--- src/logic/peci_pkg.sv ---
package peci_pkg;

	// ==========================================================================
	// Geometry
	localparam int PECI_NPORT = 4;
	localparam int PECI_PIN_W = 8;
	localparam int PECI_ALL_W = PECI_NPORT * PECI_PIN_W;
	localparam int PECI_ADDR_W = 7;

	// ==========================================================================
	// Register map (byte addresses)
	localparam logic [3:0] PECI_OFS_RISE = 4'h0;
	localparam logic [3:0] PECI_OFS_FALL = 4'h4;
	localparam logic [3:0] PECI_OFS_FLAGS = 4'h8;
	localparam logic [6:0] PECI_ADDR_CTRL = 7'h40;
	localparam logic [6:0] PECI_ADDR_EVT_STATUS = 7'h44;
	localparam logic [6:0] PECI_ADDR_EVT_CLEAR = 7'h48;
	localparam logic [6:0] PECI_ADDR_EVT_ENABLE = 7'h4c;
	localparam int PECI_CTRL_MASTER_BIT = 0;
	localparam int PECI_CTRL_SUMMARY_BIT = 1;

	// ==========================================================================
	// Reset values and implemented-bit masks; port index 3 is port E.
	localparam logic [7:0] PECI_REG_RESET = 8'h00;
	localparam logic [3:0] PECI_EVT_RESET = 4'h0;
	localparam logic [PECI_NPORT-1:0][PECI_PIN_W-1:0] PECI_PORT_MASK = {
		8'h08, 8'hff, 8'hff, 8'hff
	};

	// ==========================================================================
	// Bus answers and captured write request
	localparam logic [1:0] PECI_RESP_OKAY = 2'h0;
	localparam logic [1:0] PECI_RESP_SLVERR = 2'h2;

	typedef struct packed {
		logic [PECI_ADDR_W-1:0] addr;
		logic [31:0]            data;
		logic [3:0]             strb;
	} peci_wreq_t;

endpackage

--- src/logic/peci_edge_det.sv ---
`timescale 1ns/10ps
module peci_edge_det
	import peci_pkg::*;
#(
	parameter int W = PECI_ALL_W
) (
	// Clock and reset
	input  wire logic         aclk,
	input  wire logic         aresetn,
	// Pins and edge pulses
	input  wire logic [W-1:0] pins,
	output logic      [W-1:0] rise,
	output logic      [W-1:0] fall
);

	// ==========================================================================
	// Synchroniser; only the second stage feeds the comparison.
	logic [W-1:0] sync1_reg;
	logic [W-1:0] sync2_reg;
	logic [W-1:0] prev_reg;

	always_ff @(posedge aclk) begin
		if (!aresetn) begin
			sync1_reg <= '0;
			sync2_reg <= '0;
			prev_reg  <= '0;
		end else begin
			sync1_reg <= pins;
			sync2_reg <= sync1_reg;
			prev_reg  <= sync2_reg;
		end
	end

	assign rise = sync2_reg & ~prev_reg;
	assign fall = ~sync2_reg & prev_reg;

endmodule

--- src/logic/peci_top.sv ---
// Contract
// - Every implemented pin of every port can be an edge-change source, in any combination.
// - Each pin has separate rising and falling edge detectors.
// - Rising detection on a pin works only while its rise enable bit is one.
// - Falling detection on a pin works only while its fall enable bit is one.
// - Both enables set means both directions are detected.
// - A pin with both enables zero never gets its flag set by hardware.
// - Enabled rising or falling transition sets that pin's flag bit.
// - An enabled edge raises the interrupt only while the master enable is one.
// - With master enable zero, flags still set but no interrupt results.
// - Summary flag is the OR of all per-pin flags.
// - Writing zero to a flag bit clears it.
// - An edge during a flag write leaves the flag set regardless of data.
// - An enabled edge wakes the device from sleep when master enable is one.
// - Each port has an 8-bit read/write rise enable register, reset zero.
// - Each port has an 8-bit read/write fall enable register, reset zero.
// - Each port has an 8-bit flag register, software and hardware writable, reset zero.
// - Port E implements only bit 3; other bits read zero.
`timescale 1ns/10ps
module peci_top
	import peci_pkg::*;
(
	// Clock and reset
	input  wire logic                   aclk,
	input  wire logic                   aresetn,
	// Port pins
	input  wire logic [PECI_PIN_W-1:0]  port_a_pin,
	input  wire logic [PECI_PIN_W-1:0]  port_b_pin,
	input  wire logic [PECI_PIN_W-1:0]  port_c_pin,
	input  wire logic [PECI_PIN_W-1:0]  port_e_pin,
	// AXI4-Lite write address and data
	input  wire logic [PECI_ADDR_W-1:0] s_axi_awaddr,
	input  wire logic                   s_axi_awvalid,
	output logic                        s_axi_awready,
	input  wire logic [31:0]            s_axi_wdata,
	input  wire logic [3:0]             s_axi_wstrb,
	input  wire logic                   s_axi_wvalid,
	output logic                        s_axi_wready,
	// AXI4-Lite write response
	output logic [1:0]                  s_axi_bresp,
	output logic                        s_axi_bvalid,
	input  wire logic                   s_axi_bready,
	// AXI4-Lite read
	input  wire logic [PECI_ADDR_W-1:0] s_axi_araddr,
	input  wire logic                   s_axi_arvalid,
	output logic                        s_axi_arready,
	output logic [31:0]                 s_axi_rdata,
	output logic [1:0]                  s_axi_rresp,
	output logic                        s_axi_rvalid,
	input  wire logic                   s_axi_rready,
	// Interrupt and wake
	output logic                        irq,
	output logic                        ioc_summary_flag,
	output logic                        wake_pulse
);

	// ==========================================================================
	// Edge detection
	logic [PECI_ALL_W-1:0] pins_all;
	logic [PECI_ALL_W-1:0] rise_det;
	logic [PECI_ALL_W-1:0] fall_det;

	assign pins_all = {port_e_pin, port_c_pin, port_b_pin, port_a_pin};

	peci_edge_det #(
		.W (PECI_ALL_W)
	) peci_edge_det_inst (
		.aclk    (aclk),
		.aresetn (aresetn),
		.pins    (pins_all),
		.rise    (rise_det),
		.fall    (fall_det)
	);

	// ==========================================================================
	// Write channel capture
	peci_wreq_t wreq_reg;
	logic       aw_got_reg;
	logic       aw_got_next;
	logic       w_got_reg;
	logic       w_got_next;
	logic       aw_take;
	logic       w_take;
	logic       do_write;
	logic       awready_reg;
	logic       wready_reg;
	logic       bvalid_reg;
	logic [1:0] bresp_reg;

	assign aw_take = s_axi_awvalid & awready_reg;
	assign w_take = s_axi_wvalid & wready_reg;
	// The response slot must be free, so at most one write is under way.
	assign do_write = aw_got_reg & w_got_reg & ~bvalid_reg;

	always_comb begin
		aw_got_next = (aw_got_reg | aw_take) & ~do_write;
		w_got_next = (w_got_reg | w_take) & ~do_write;
	end

	always_ff @(posedge aclk) begin
		if (!aresetn) begin
			aw_got_reg  <= 1'b0;
			w_got_reg   <= 1'b0;
			awready_reg <= 1'b0;
			wready_reg  <= 1'b0;
			wreq_reg    <= '0;
		end else begin
			aw_got_reg  <= aw_got_next;
			w_got_reg   <= w_got_next;
			awready_reg <= ~aw_got_next;
			wready_reg  <= ~w_got_next;
			if (aw_take) begin
				wreq_reg.addr <= s_axi_awaddr;
			end
			if (w_take) begin
				wreq_reg.data <= s_axi_wdata;
				wreq_reg.strb <= s_axi_wstrb;
			end
		end
	end

	// ==========================================================================
	// Write decode
	logic                  wr_port_space;
	logic [1:0]            wr_port;
	logic                  wr_mapped;
	logic [PECI_PIN_W-1:0] wr_byte;

	assign wr_port_space = ~wreq_reg.addr[6];
	assign wr_port = wreq_reg.addr[5:4];
	assign wr_byte = wreq_reg.data[PECI_PIN_W-1:0];

	always_comb begin
		wr_mapped = 1'b0;
		if (wr_port_space) begin
			wr_mapped = (wreq_reg.addr[3:0] == PECI_OFS_RISE)
				| (wreq_reg.addr[3:0] == PECI_OFS_FALL)
				| (wreq_reg.addr[3:0] == PECI_OFS_FLAGS);
		end else begin
			wr_mapped = (wreq_reg.addr == PECI_ADDR_CTRL)
				| (wreq_reg.addr == PECI_ADDR_EVT_STATUS)
				| (wreq_reg.addr == PECI_ADDR_EVT_CLEAR)
				| (wreq_reg.addr == PECI_ADDR_EVT_ENABLE);
		end
	end

	always_ff @(posedge aclk) begin
		if (!aresetn) begin
			bvalid_reg <= 1'b0;
			bresp_reg  <= PECI_RESP_OKAY;
		end else if (do_write) begin
			bvalid_reg <= 1'b1;
			bresp_reg  <= wr_mapped ? PECI_RESP_OKAY : PECI_RESP_SLVERR;
		end else if (s_axi_bready) begin
			bvalid_reg <= 1'b0;
		end
	end

	// ==========================================================================
	// Per-port enable and flag registers
	logic [PECI_PIN_W-1:0] rise_en_reg [PECI_NPORT];
	logic [PECI_PIN_W-1:0] fall_en_reg [PECI_NPORT];
	logic [PECI_PIN_W-1:0] flags_reg [PECI_NPORT];
	logic [PECI_PIN_W-1:0] set_vec [PECI_NPORT];
	logic [PECI_NPORT-1:0] flag_wr;
	logic [PECI_NPORT-1:0] port_hit;
	logic                  byte0_wr;

	// Byte lane 0 carries every implemented bit; other lanes are ignored.
	assign byte0_wr = do_write & wreq_reg.strb[0] & wr_port_space;

	for (genvar p = 0; p < PECI_NPORT; p++) begin : g_port
		localparam logic [PECI_PIN_W-1:0] MASK = PECI_PORT_MASK[p];
		localparam logic [1:0] IDX = 2'(p);

		assign port_hit[p] = byte0_wr & (wr_port == IDX);
		assign flag_wr[p] = port_hit[p] & (wreq_reg.addr[3:0] == PECI_OFS_FLAGS);
		assign set_vec[p] = ((rise_det[p*PECI_PIN_W +: PECI_PIN_W] & rise_en_reg[p])
			| (fall_det[p*PECI_PIN_W +: PECI_PIN_W] & fall_en_reg[p])) & MASK;

		always_ff @(posedge aclk) begin
			if (!aresetn) begin
				rise_en_reg[p] <= PECI_REG_RESET;
				fall_en_reg[p] <= PECI_REG_RESET;
			end else begin
				if (port_hit[p] && wreq_reg.addr[3:0] == PECI_OFS_RISE) begin
					rise_en_reg[p] <= wr_byte & MASK;
				end
				if (port_hit[p] && wreq_reg.addr[3:0] == PECI_OFS_FALL) begin
					fall_en_reg[p] <= wr_byte & MASK;
				end
			end
		end

		// A hardware set in the same cycle as a software write always wins.
		always_ff @(posedge aclk) begin
			if (!aresetn) begin
				flags_reg[p] <= PECI_REG_RESET;
			end else begin
				flags_reg[p] <= ((flag_wr[p] ? wr_byte : flags_reg[p]) & MASK)
					| set_vec[p];
			end
		end
	end

	// ==========================================================================
	// Control, event status and interrupt
	logic                  master_reg;
	logic [PECI_NPORT-1:0] evt_status_reg;
	logic [PECI_NPORT-1:0] evt_enable_reg;
	logic [PECI_NPORT-1:0] port_set;
	logic [PECI_NPORT-1:0] evt_clear;
	logic                  flags_any;
	logic                  set_any;
	logic                  ctrl_wr;
	logic                  irq_reg;
	logic                  summary_reg;
	logic                  wake_reg;

	always_comb begin
		flags_any = 1'b0;
		for (int p = 0; p < PECI_NPORT; p++) begin
			flags_any = flags_any | (|flags_reg[p]);
			port_set[p] = |set_vec[p];
		end
	end

	assign set_any = |port_set;
	assign ctrl_wr = do_write & wreq_reg.strb[0];
	assign evt_clear = (ctrl_wr && wreq_reg.addr == PECI_ADDR_EVT_CLEAR)
		? wreq_reg.data[PECI_NPORT-1:0] : PECI_EVT_RESET;

	always_ff @(posedge aclk) begin
		if (!aresetn) begin
			master_reg     <= 1'b0;
			evt_enable_reg <= PECI_EVT_RESET;
		end else begin
			if (ctrl_wr && wreq_reg.addr == PECI_ADDR_CTRL) begin
				master_reg <= wreq_reg.data[PECI_CTRL_MASTER_BIT];
			end
			if (ctrl_wr && wreq_reg.addr == PECI_ADDR_EVT_ENABLE) begin
				evt_enable_reg <= wreq_reg.data[PECI_NPORT-1:0];
			end
		end
	end

	// Detection runs whatever the master enable; it only gates irq and wake_pulse, not the summary flag.
	always_ff @(posedge aclk) begin
		if (!aresetn) begin
			evt_status_reg <= PECI_EVT_RESET;
		end else begin
			evt_status_reg <= (evt_status_reg & ~evt_clear) | port_set;
		end
	end

	always_ff @(posedge aclk) begin
		if (!aresetn) begin
			irq_reg     <= 1'b0;
			summary_reg <= 1'b0;
			wake_reg    <= 1'b0;
		end else begin
			irq_reg     <= master_reg & (|(evt_status_reg & evt_enable_reg));
			summary_reg <= flags_any;
			wake_reg    <= master_reg & set_any;
		end
	end

	// ==========================================================================
	// Read channel
	logic        ar_take;
	logic        rvalid_next;
	logic        arready_reg;
	logic        rvalid_reg;
	logic [31:0] rdata_reg;
	logic [1:0]  rresp_reg;
	logic [31:0] rd_word;
	logic [1:0]  rd_resp;

	assign ar_take = s_axi_arvalid & arready_reg;
	assign rvalid_next = ar_take | (rvalid_reg & ~s_axi_rready);

	always_comb begin
		rd_word = '0;
		rd_resp = PECI_RESP_OKAY;
		if (!s_axi_araddr[6]) begin
			unique case (s_axi_araddr[3:0])
				PECI_OFS_RISE:  rd_word[PECI_PIN_W-1:0] = rise_en_reg[s_axi_araddr[5:4]];
				PECI_OFS_FALL:  rd_word[PECI_PIN_W-1:0] = fall_en_reg[s_axi_araddr[5:4]];
				PECI_OFS_FLAGS: rd_word[PECI_PIN_W-1:0] = flags_reg[s_axi_araddr[5:4]];
				default:        rd_resp = PECI_RESP_SLVERR;
			endcase
		end else begin
			unique case (s_axi_araddr)
				PECI_ADDR_CTRL: begin
					rd_word[PECI_CTRL_MASTER_BIT] = master_reg;
					rd_word[PECI_CTRL_SUMMARY_BIT] = summary_reg;
				end
				PECI_ADDR_EVT_STATUS: rd_word[PECI_NPORT-1:0] = evt_status_reg;
				PECI_ADDR_EVT_CLEAR:  rd_word = '0;
				PECI_ADDR_EVT_ENABLE: rd_word[PECI_NPORT-1:0] = evt_enable_reg;
				default:              rd_resp = PECI_RESP_SLVERR;
			endcase
		end
	end

	always_ff @(posedge aclk) begin
		if (!aresetn) begin
			arready_reg <= 1'b0;
			rvalid_reg  <= 1'b0;
			rdata_reg   <= '0;
			rresp_reg   <= PECI_RESP_OKAY;
		end else begin
			arready_reg <= ~rvalid_next;
			rvalid_reg  <= rvalid_next;
			if (ar_take) begin
				rdata_reg <= rd_word;
				rresp_reg <= rd_resp;
			end
		end
	end

	assign s_axi_awready = awready_reg;
	assign s_axi_wready = wready_reg;
	assign s_axi_bvalid = bvalid_reg;
	assign s_axi_bresp = bresp_reg;
	assign s_axi_arready = arready_reg;
	assign s_axi_rvalid = rvalid_reg;
	assign s_axi_rdata = rdata_reg;
	assign s_axi_rresp = rresp_reg;
	assign irq = irq_reg;
	assign ioc_summary_flag = summary_reg;
	assign wake_pulse = wake_reg;

	logic [PECI_PIN_W-1:0] flags_a;
	logic [PECI_PIN_W-1:0] set_a;
	logic [PECI_PIN_W-1:0] both_off_a;
	logic [PECI_PIN_W-1:0] rise_hit_a;
	logic [PECI_PIN_W-1:0] fall_hit_a;
	logic                  flag_wr_a;

	assign flags_a = flags_reg[0];
	assign set_a = set_vec[0];
	assign flag_wr_a = flag_wr[0];
	assign both_off_a = ~(rise_en_reg[0] | fall_en_reg[0]);
	assign rise_hit_a = rise_det[PECI_PIN_W-1:0] & rise_en_reg[0];
	assign fall_hit_a = fall_det[PECI_PIN_W-1:0] & fall_en_reg[0];
endmodule

--- config.mk ---
export PLATFORM = sky130hd
export DESIGN_NAME = peci_top
export DESIGN_NICKNAME = d
export VERILOG_FILES = /design/src/logic/peci_pkg.sv /design/src/logic/peci_edge_det.sv /design/src/logic/peci_top.sv
export SDC_FILE = /design/constraint.sdc
export NUM_CORES = 1
export LEC_CHECK = 0
export BUFFER_PORTS_ARGS = -buffer_cell sky130_fd_sc_hd__buf_2
export CAP_MARGIN = 40
export CORE_AREA = 3 3 111 134
export DETAILED_ROUTE_END_ITERATION = 8
export DIE_AREA = 0 0 114 137
export PLACE_DENSITY = 0.81
export SYNTH_ARGS = -nofsm -noshare
export SYNTH_HDL_FRONTEND = slang
export SYNTH_SLANG_ARGS = --single-unit
--- constraint.sdc ---
create_clock -name aclk -period 4 [get_ports aclk]
set_input_delay 1.2 -clock aclk [delete_from_list [all_inputs] [get_ports aclk]]
set_output_delay 1.2 -clock aclk [all_outputs]
set_load 0.03 [all_outputs]
==> flow_summary.toml, run 1 <==
[floorplan]
core_sq_mm = 0.0138
dieHeight_um = 137
start_util = 0.594
die_x_um = 114
num_io_pins = 133
rows = 47
die_area_sq_mm = 0.0156

[layout]
area_growth_pct = 11.5
multiInputGateArea_sq_mm = 0.00349
design_area_sq_mm = 0.00911
drive_above_1_share = 0.143
insertedDiodeCount = 0
utilization = 0.662
finalNetCount = 927
ff_latch_area_sq_mm = 0.00440
nFillCells = 1121

[clocking]
cts_tree = "done"
cts-root-buf = "clkbuf_16"
ctsHtreeMaxLevel = 4
clk_latency_ns = 0.42
numCtsBuffers = 17
cts_buffer_depth = 2
cts.clk_slew.worst_paths_ns = 0.07
cts_hold_buf = 0
post_cts_buffers = 0
cts_resized = 0
cts_sinks = 195

[yosys]
synth_warnings = 0
avgSynthCellArea_sq_um = 10.4
syn_inst = 782
ys_types = 51
synthesis.area_sq_mm = 0.00817
synth_seq_cells = 195
ys_seq_area_frac = 0.539

[place]
dp.final_hpwl_um = 13600
dpl_worst_slack_ns = 0.990
gp_congestion = 0.925
postPlaceCellArea_sq_mm = 0.00851
io_buffers = 72

[setup_path]
worstReg2RegEnd = "flags_reg[1][6]"
cp.arrival_ns = 2.95
r2r_start = "wreq_reg[36]"
crit_required_ns = 4.34
worstSetupStartpointType = "input pin"
startpoint = "s_axi_araddr[2]"
critPathCaptureType = "flip-flop"
r2r_slack_ns = 1.74
reg2reg_depth = 5
path_max_fanout = 16
path_class = "in2reg"

[sta]
setup_tns_ns = 0
drv_slew = 0
hold_violations = 0
fmaxAchievable_ghz = 0.383
finalSetupViolCount = 0
fin_ws_ns = 1.39
skew_ns = 0.00525
period_share = 0.652
finalCriticalPeriod_ns = 2.61
max_slew_margin = 0.397
tightest_slew_ns = 0.896
rsz0062_at_grt = "no"

[routing]
via_per_inst = 5.74
ant_nets = 0
first_iter_violations = 473
vias = 5865
drt_wl_total_um = 18900
dr.pass1.iters = 5
wl_per_cell_um = 18.5
drcViolationCount = 0

[hold_path]
hold_path_class = "reg2reg"
min_to = "peci_edge_det_inst.sync2_reg[0]"
worstHoldPathCells = 1
worstHoldStart = "peci_edge_det_inst.sync1_reg[0]"

[power]
ir_worst_vdd_mv = 0.313
p_leak_nw = 3.67
p_total_w = 0.00418
powerDensity_mw_per_mm2 = 458

[grt]
grt_pass1_wl_um = 29000
first_global_vias = 5719
grt_overflow = 0
grt_use_total = 0.245
grt_antenna_before_repair = 0
grt_max_degree = 62

[outcome]
status = "completed"

[job]
cap_violations = 0
power breakdown:
group	internal (W)	leakage, nW	switching [W]	total (W)
sequential	0.00210	1.70	0.0000670	0.00216
combinational	0.000106	1.68	0.000176	0.000283
clock	0.000993	0.294	0.000739	0.00173
layout by cell type (no fill, tap or decap), types with 2 or more instances in the layout:
cell type	synthesis	routed
nor2_1	20	20
and2_1	121	121
buf_2	2	71
conb_1	1	26
a21boi_0	23	23
mux2_4	2	2
buf_4	28	5
nand2_4	3	3
nand3_1	11	11
o221ai_1	5	5
bufinv_16	0	3
nand2b_1	4	4
o21a_1	31	31
dfxtp_1	145	145
nor2b_1	12	12
clkinv_2	0	3
and3_1	7	7
mux2_1	22	22
or2_2	2	2
a22o_1	2	2
clkbuf_16	0	17
mux4_2	3	3
o22ai_1	6	6
o21ai_0	44	44
nand2_1	90	90
nand3b_1	27	27
a22oi_1	3	3
nor3_1	5	5
a32oi_1	6	6
edfxtp_1	50	50
nand4_1	4	4
nor4_1	12	12
mux2i_1	30	30
inv_6	0	4
a21oi_1	10	10
clkinvlp_4	0	2
a2bb2oi_1	2	2
kinds of logic after synthesis:
family | Yosys count | synth area share
compound gates | 137 | 0.111
buf+inv | 65 | 0.0446
simple gates | 326 | 0.224
flops | 195 | 0.539
mux | 58 | 0.0804
other cells | 1 | 0.000459
worst max-delay path: stages:
cell       delay, ns
buf_2           0.35
or4b_2          0.75
a2bb2oi_1       0.20
o22ai_1         0.20
a31oi_1         0.08
o221ai_1        0.17
cell usage after synthesis, drive strengths merged:
library cell | n | share of area
o311a | 1 | 0.0012
and2 | 121 | 0.093
nand3 | 11 | 0.0067
nand2b | 4 | 0.0031
nor4 | 12 | 0.0092
nand2 | 93 | 0.045
nor3b | 1 | 0.00092
a31oi | 1 | 0.00077
nor4b | 1 | 0.0029
nor2b | 12 | 0.0092
nor3 | 5 | 0.0031
and3 | 7 | 0.0054
mux2 | 25 | 0.035
a22oi | 3 | 0.0028
a32oi | 6 | 0.0064
o21ai | 44 | 0.027
a21boi | 23 | 0.021
nor2 | 21 | 0.010
mux4 | 3 | 0.0083
a222oi | 1 | 0.0012
o22ai | 6 | 0.0046
nand4 | 4 | 0.0031
and3b | 1 | 0.0011
or4 | 1 | 0.00092
mux2i | 30 | 0.037
a22o | 2 | 0.0021
or2 | 2 | 0.0015
edfxtp | 50 | 0.18
o21a | 31 | 0.028
a21oi | 10 | 0.0061
buf | 32 | 0.029
o211ai | 1 | 0.00092
a2bb2oi | 2 | 0.0021
o221ai | 5 | 0.0054
inv | 1 | 0.00046
dlygate4sd1 | 1 | 0.0011
nand3b | 27 | 0.025
and4 | 1 | 0.0011
o311ai | 1 | 0.0011
conb | 1 | 0.00046
clkbuf | 31 | 0.014
or4b | 2 | 0.0029
dfxtp | 145 | 0.36
worst max path at each step:
| stage | endpoint | cells after the start | slack (ns) |
|---|---|---|---|
| 3_5_place_dp | s_axi_rdata[2] | 6 | 0.99 |
| 5_1_grt | s_axi_rdata[5] | 5 | 1.29 |
| 4_1_cts | s_axi_rdata[2] | 6 | 1.43 |
| 3_3_place_gp | s_axi_rdata[2] | 6 | 1.02 |
| 6_report | s_axi_rdata[2] | 6 | 1.39 |
| 2_1_floorplan | s_axi_rdata[2] | 7 | 1.27 |
per-layer routing:
layer	vias to the layer above	GRT usage	share of wire
met3	54	0.0495	0.072
li1	2787	-	-
met2	230	0.410	0.49
met4	0	0.133	0.049
met1	2794	0.297	0.39
met5	-	0	0
metrics by stage:
stage                     instances  hold WS, ns
after global placement          990        0.418
after floorplan                 807        0.412
final                          1022        0.432
after global routing           1022        0.446
after detailed placement        990        0.417
after CTS                      1022        0.434
area by class of cell:
class | instances | share of cell area
well taps | 171 | 0.0235
clock inverters | 14 | 0.0190
multi-input cells | 547 | 0.383
inverters | 1 | 0.000412
flip-flops and latches | 195 | 0.483
repair buffers | 76 | 0.0431
clock buffers | 18 | 0.0471
(Power assumes the default switching activity.)
==> run 2, diff against run 1 <==
- CORE_AREA: 3 3 111 134 -> 3 3 120 145
- DIE_AREA: 0 0 114 137 -> 0 0 123 148
- PLACE_DENSITY: 0.81 -> 0.73
- clock period: 4 -> 2.4 ns (I/O delays scaled with it)
==> run 2 against run 1 <==
Sequential share of layout area fell by 0.36 points. Design area rose by 0.76%. First-iteration DRC count fell by 6.6%. Sequential cell count did not move. Non-clock buffer count rose by 11. Critical path type is now reg2reg. Critical endpoint is now flags_reg[2][7]. Highest routed layer unchanged.
==> flow_summary.toml, run 2 (synthesized netlist as in run 1, its figures left out) <==
[grt]
grt_max_degree = 48
grt_antenna_before_repair = 0
grt_overflow = 0
first_global_vias = 5378
grt_pass1_wl_um = 29100
grt_use_total = 0.212

[setup_path]
path_cells = "or4b_4 > nor4b_4 > buf_4 > nand2_4 > mux2_1 > o21a_1"
r2r_start = "wreq_reg[36]"
cp.arrival_ns = 2.46
worstSetupStartpointType = "flip-flop"
crit_required_ns = 2.73
r2r_slack_ns = 0.27
crit_family = "simple AND/OR/NAND/NOR gates"
path_class = "reg2reg"
reg2reg_depth = 6
path_max_fanout = 8
worstReg2RegEnd = "flags_reg[2][7]"
crit_buf_inv = 1
critPathCaptureType = "flip-flop"
slowest_delay_ns = 0.59
slowest_stage = "or4b_4"

[layout]
area_growth_pct = 12.4
utilization = 0.569
insertedDiodeCount = 0
design_area_sq_mm = 0.00918
layout_commonest_cell = "dfxtp_1"
finalNetCount = 938
drive_above_1_share = 0.152
layout_common_cells = "dfxtp_1 (145), and2_1 (121), nand2_1 (90)"

[sta]
skew_ns = 0.00719
fmaxAchievable_ghz = 0.469
max_slew_margin = 0.583
drv_slew = 0
tightest_slew_ns = 0.625
fin_ws_ns = 0.267
setup_tns_ns = 0
finalSetupViolCount = 0
hold_violations = 0
period_share = 0.889
finalCriticalPeriod_ns = 2.13
rsz0062_at_grt = "no"

[routing]
first_iter_violations = 442
wl_per_cell_um = 17.5
vias = 5756
drt_wl_total_um = 18800
dr.pass1.iters = 5
via_per_inst = 5.36
drcViolationCount = 0
ant_nets = 0

[clocking]
cts-root-buf = "clkbuf_16"
cts_tree = "done"
numCtsBuffers = 17
cts_hold_buf = 0
ctsHtreeMaxLevel = 4
cts_resized = 0
clk_latency_ns = 0.43
post_cts_buffers = 0
cts_sinks = 195
cts.clk_slew.worst_paths_ns = 0.07
cts_buffer_depth = 2

[floorplan]
start_util = 0.506
die_area_sq_mm = 0.0182
core_sq_mm = 0.0161
die_x_um = 123
num_io_pins = 133
rows = 51
dieHeight_um = 148

[place]
gp_congestion = 0.914
io_buffers = 72
postPlaceCellArea_sq_mm = 0.00864
dp.final_hpwl_um = 13700
dpl_worst_slack_ns = 0.158

[power]
p_leak_nw = 3.70
powerDensity_mw_per_mm2 = 729
ir_worst_vdd_mv = 0.490
p_total_w = 0.00669

[hold_path]
worstHoldStart = "peci_edge_det_inst.sync1_reg[7]"
hold_path_class = "reg2reg"
min_to = "peci_edge_det_inst.sync2_reg[7]"
worstHoldPathCells = 1

[job]
cap_violations = 0

[outcome]
status = "completed"
## run 2: layout make-up
type | count | area (sq um)
repair buffers | 87 | 475
clock buffers | 21 | 462
clock inverters | 11 | 75.1
flip-flops and latches | 195 | 4400
fillers | 1430 | 6970
inverters | 1 | 3.75
well taps | 212 | 265
multi-input cells | 547 | 3490
## run 2: worst max-delay path by stage
stage                     from                end  cells past startpoint
6_report          wreq_reg[36]    flags_reg[2][7]                      6
5_1_grt           s_axi_bvalid  fall_en_reg[0][4]                      5
4_1_cts           wreq_reg[36]    flags_reg[2][7]                      6
3_5_place_dp   s_axi_araddr[1]     s_axi_rdata[2]                      6
3_3_place_gp   s_axi_araddr[1]     s_axi_rdata[2]                      6
2_1_floorplan  s_axi_araddr[2]     s_axi_rdata[2]                      7
## run 2: per-stage QoR
step,hold WS (ns),cells
after floorplan,0.412,807
after global placement,0.414,1042
after detailed placement,0.418,1042
after CTS,0.428,1074
after global routing,0.442,1074
final,0.427,1074
## run 2: metal layers
metal | global-route usage | vias to the layer above | routed length (um)
met2 | 0.342 | 209 | 9080
met5 | 0 | - | 0
met1 | 0.278 | 2694 | 7940
met3 | 0.0452 | 41 | 1330
met4 | 0.0842 | 0 | 494
li1 | - | 2812 | -
## run 2: where the power goes
| group | switching [W] | internal, W | total, W | leakage [nW] |
|---|---|---|---|---|
| Sequential | 0.000115 | 0.00349 | 0.00361 | 1.70 |
| Clock | 0.00122 | 0.00139 | 0.00261 | 0.272 |
| Combinational | 0.000287 | 0.000185 | 0.000472 | 1.73 |
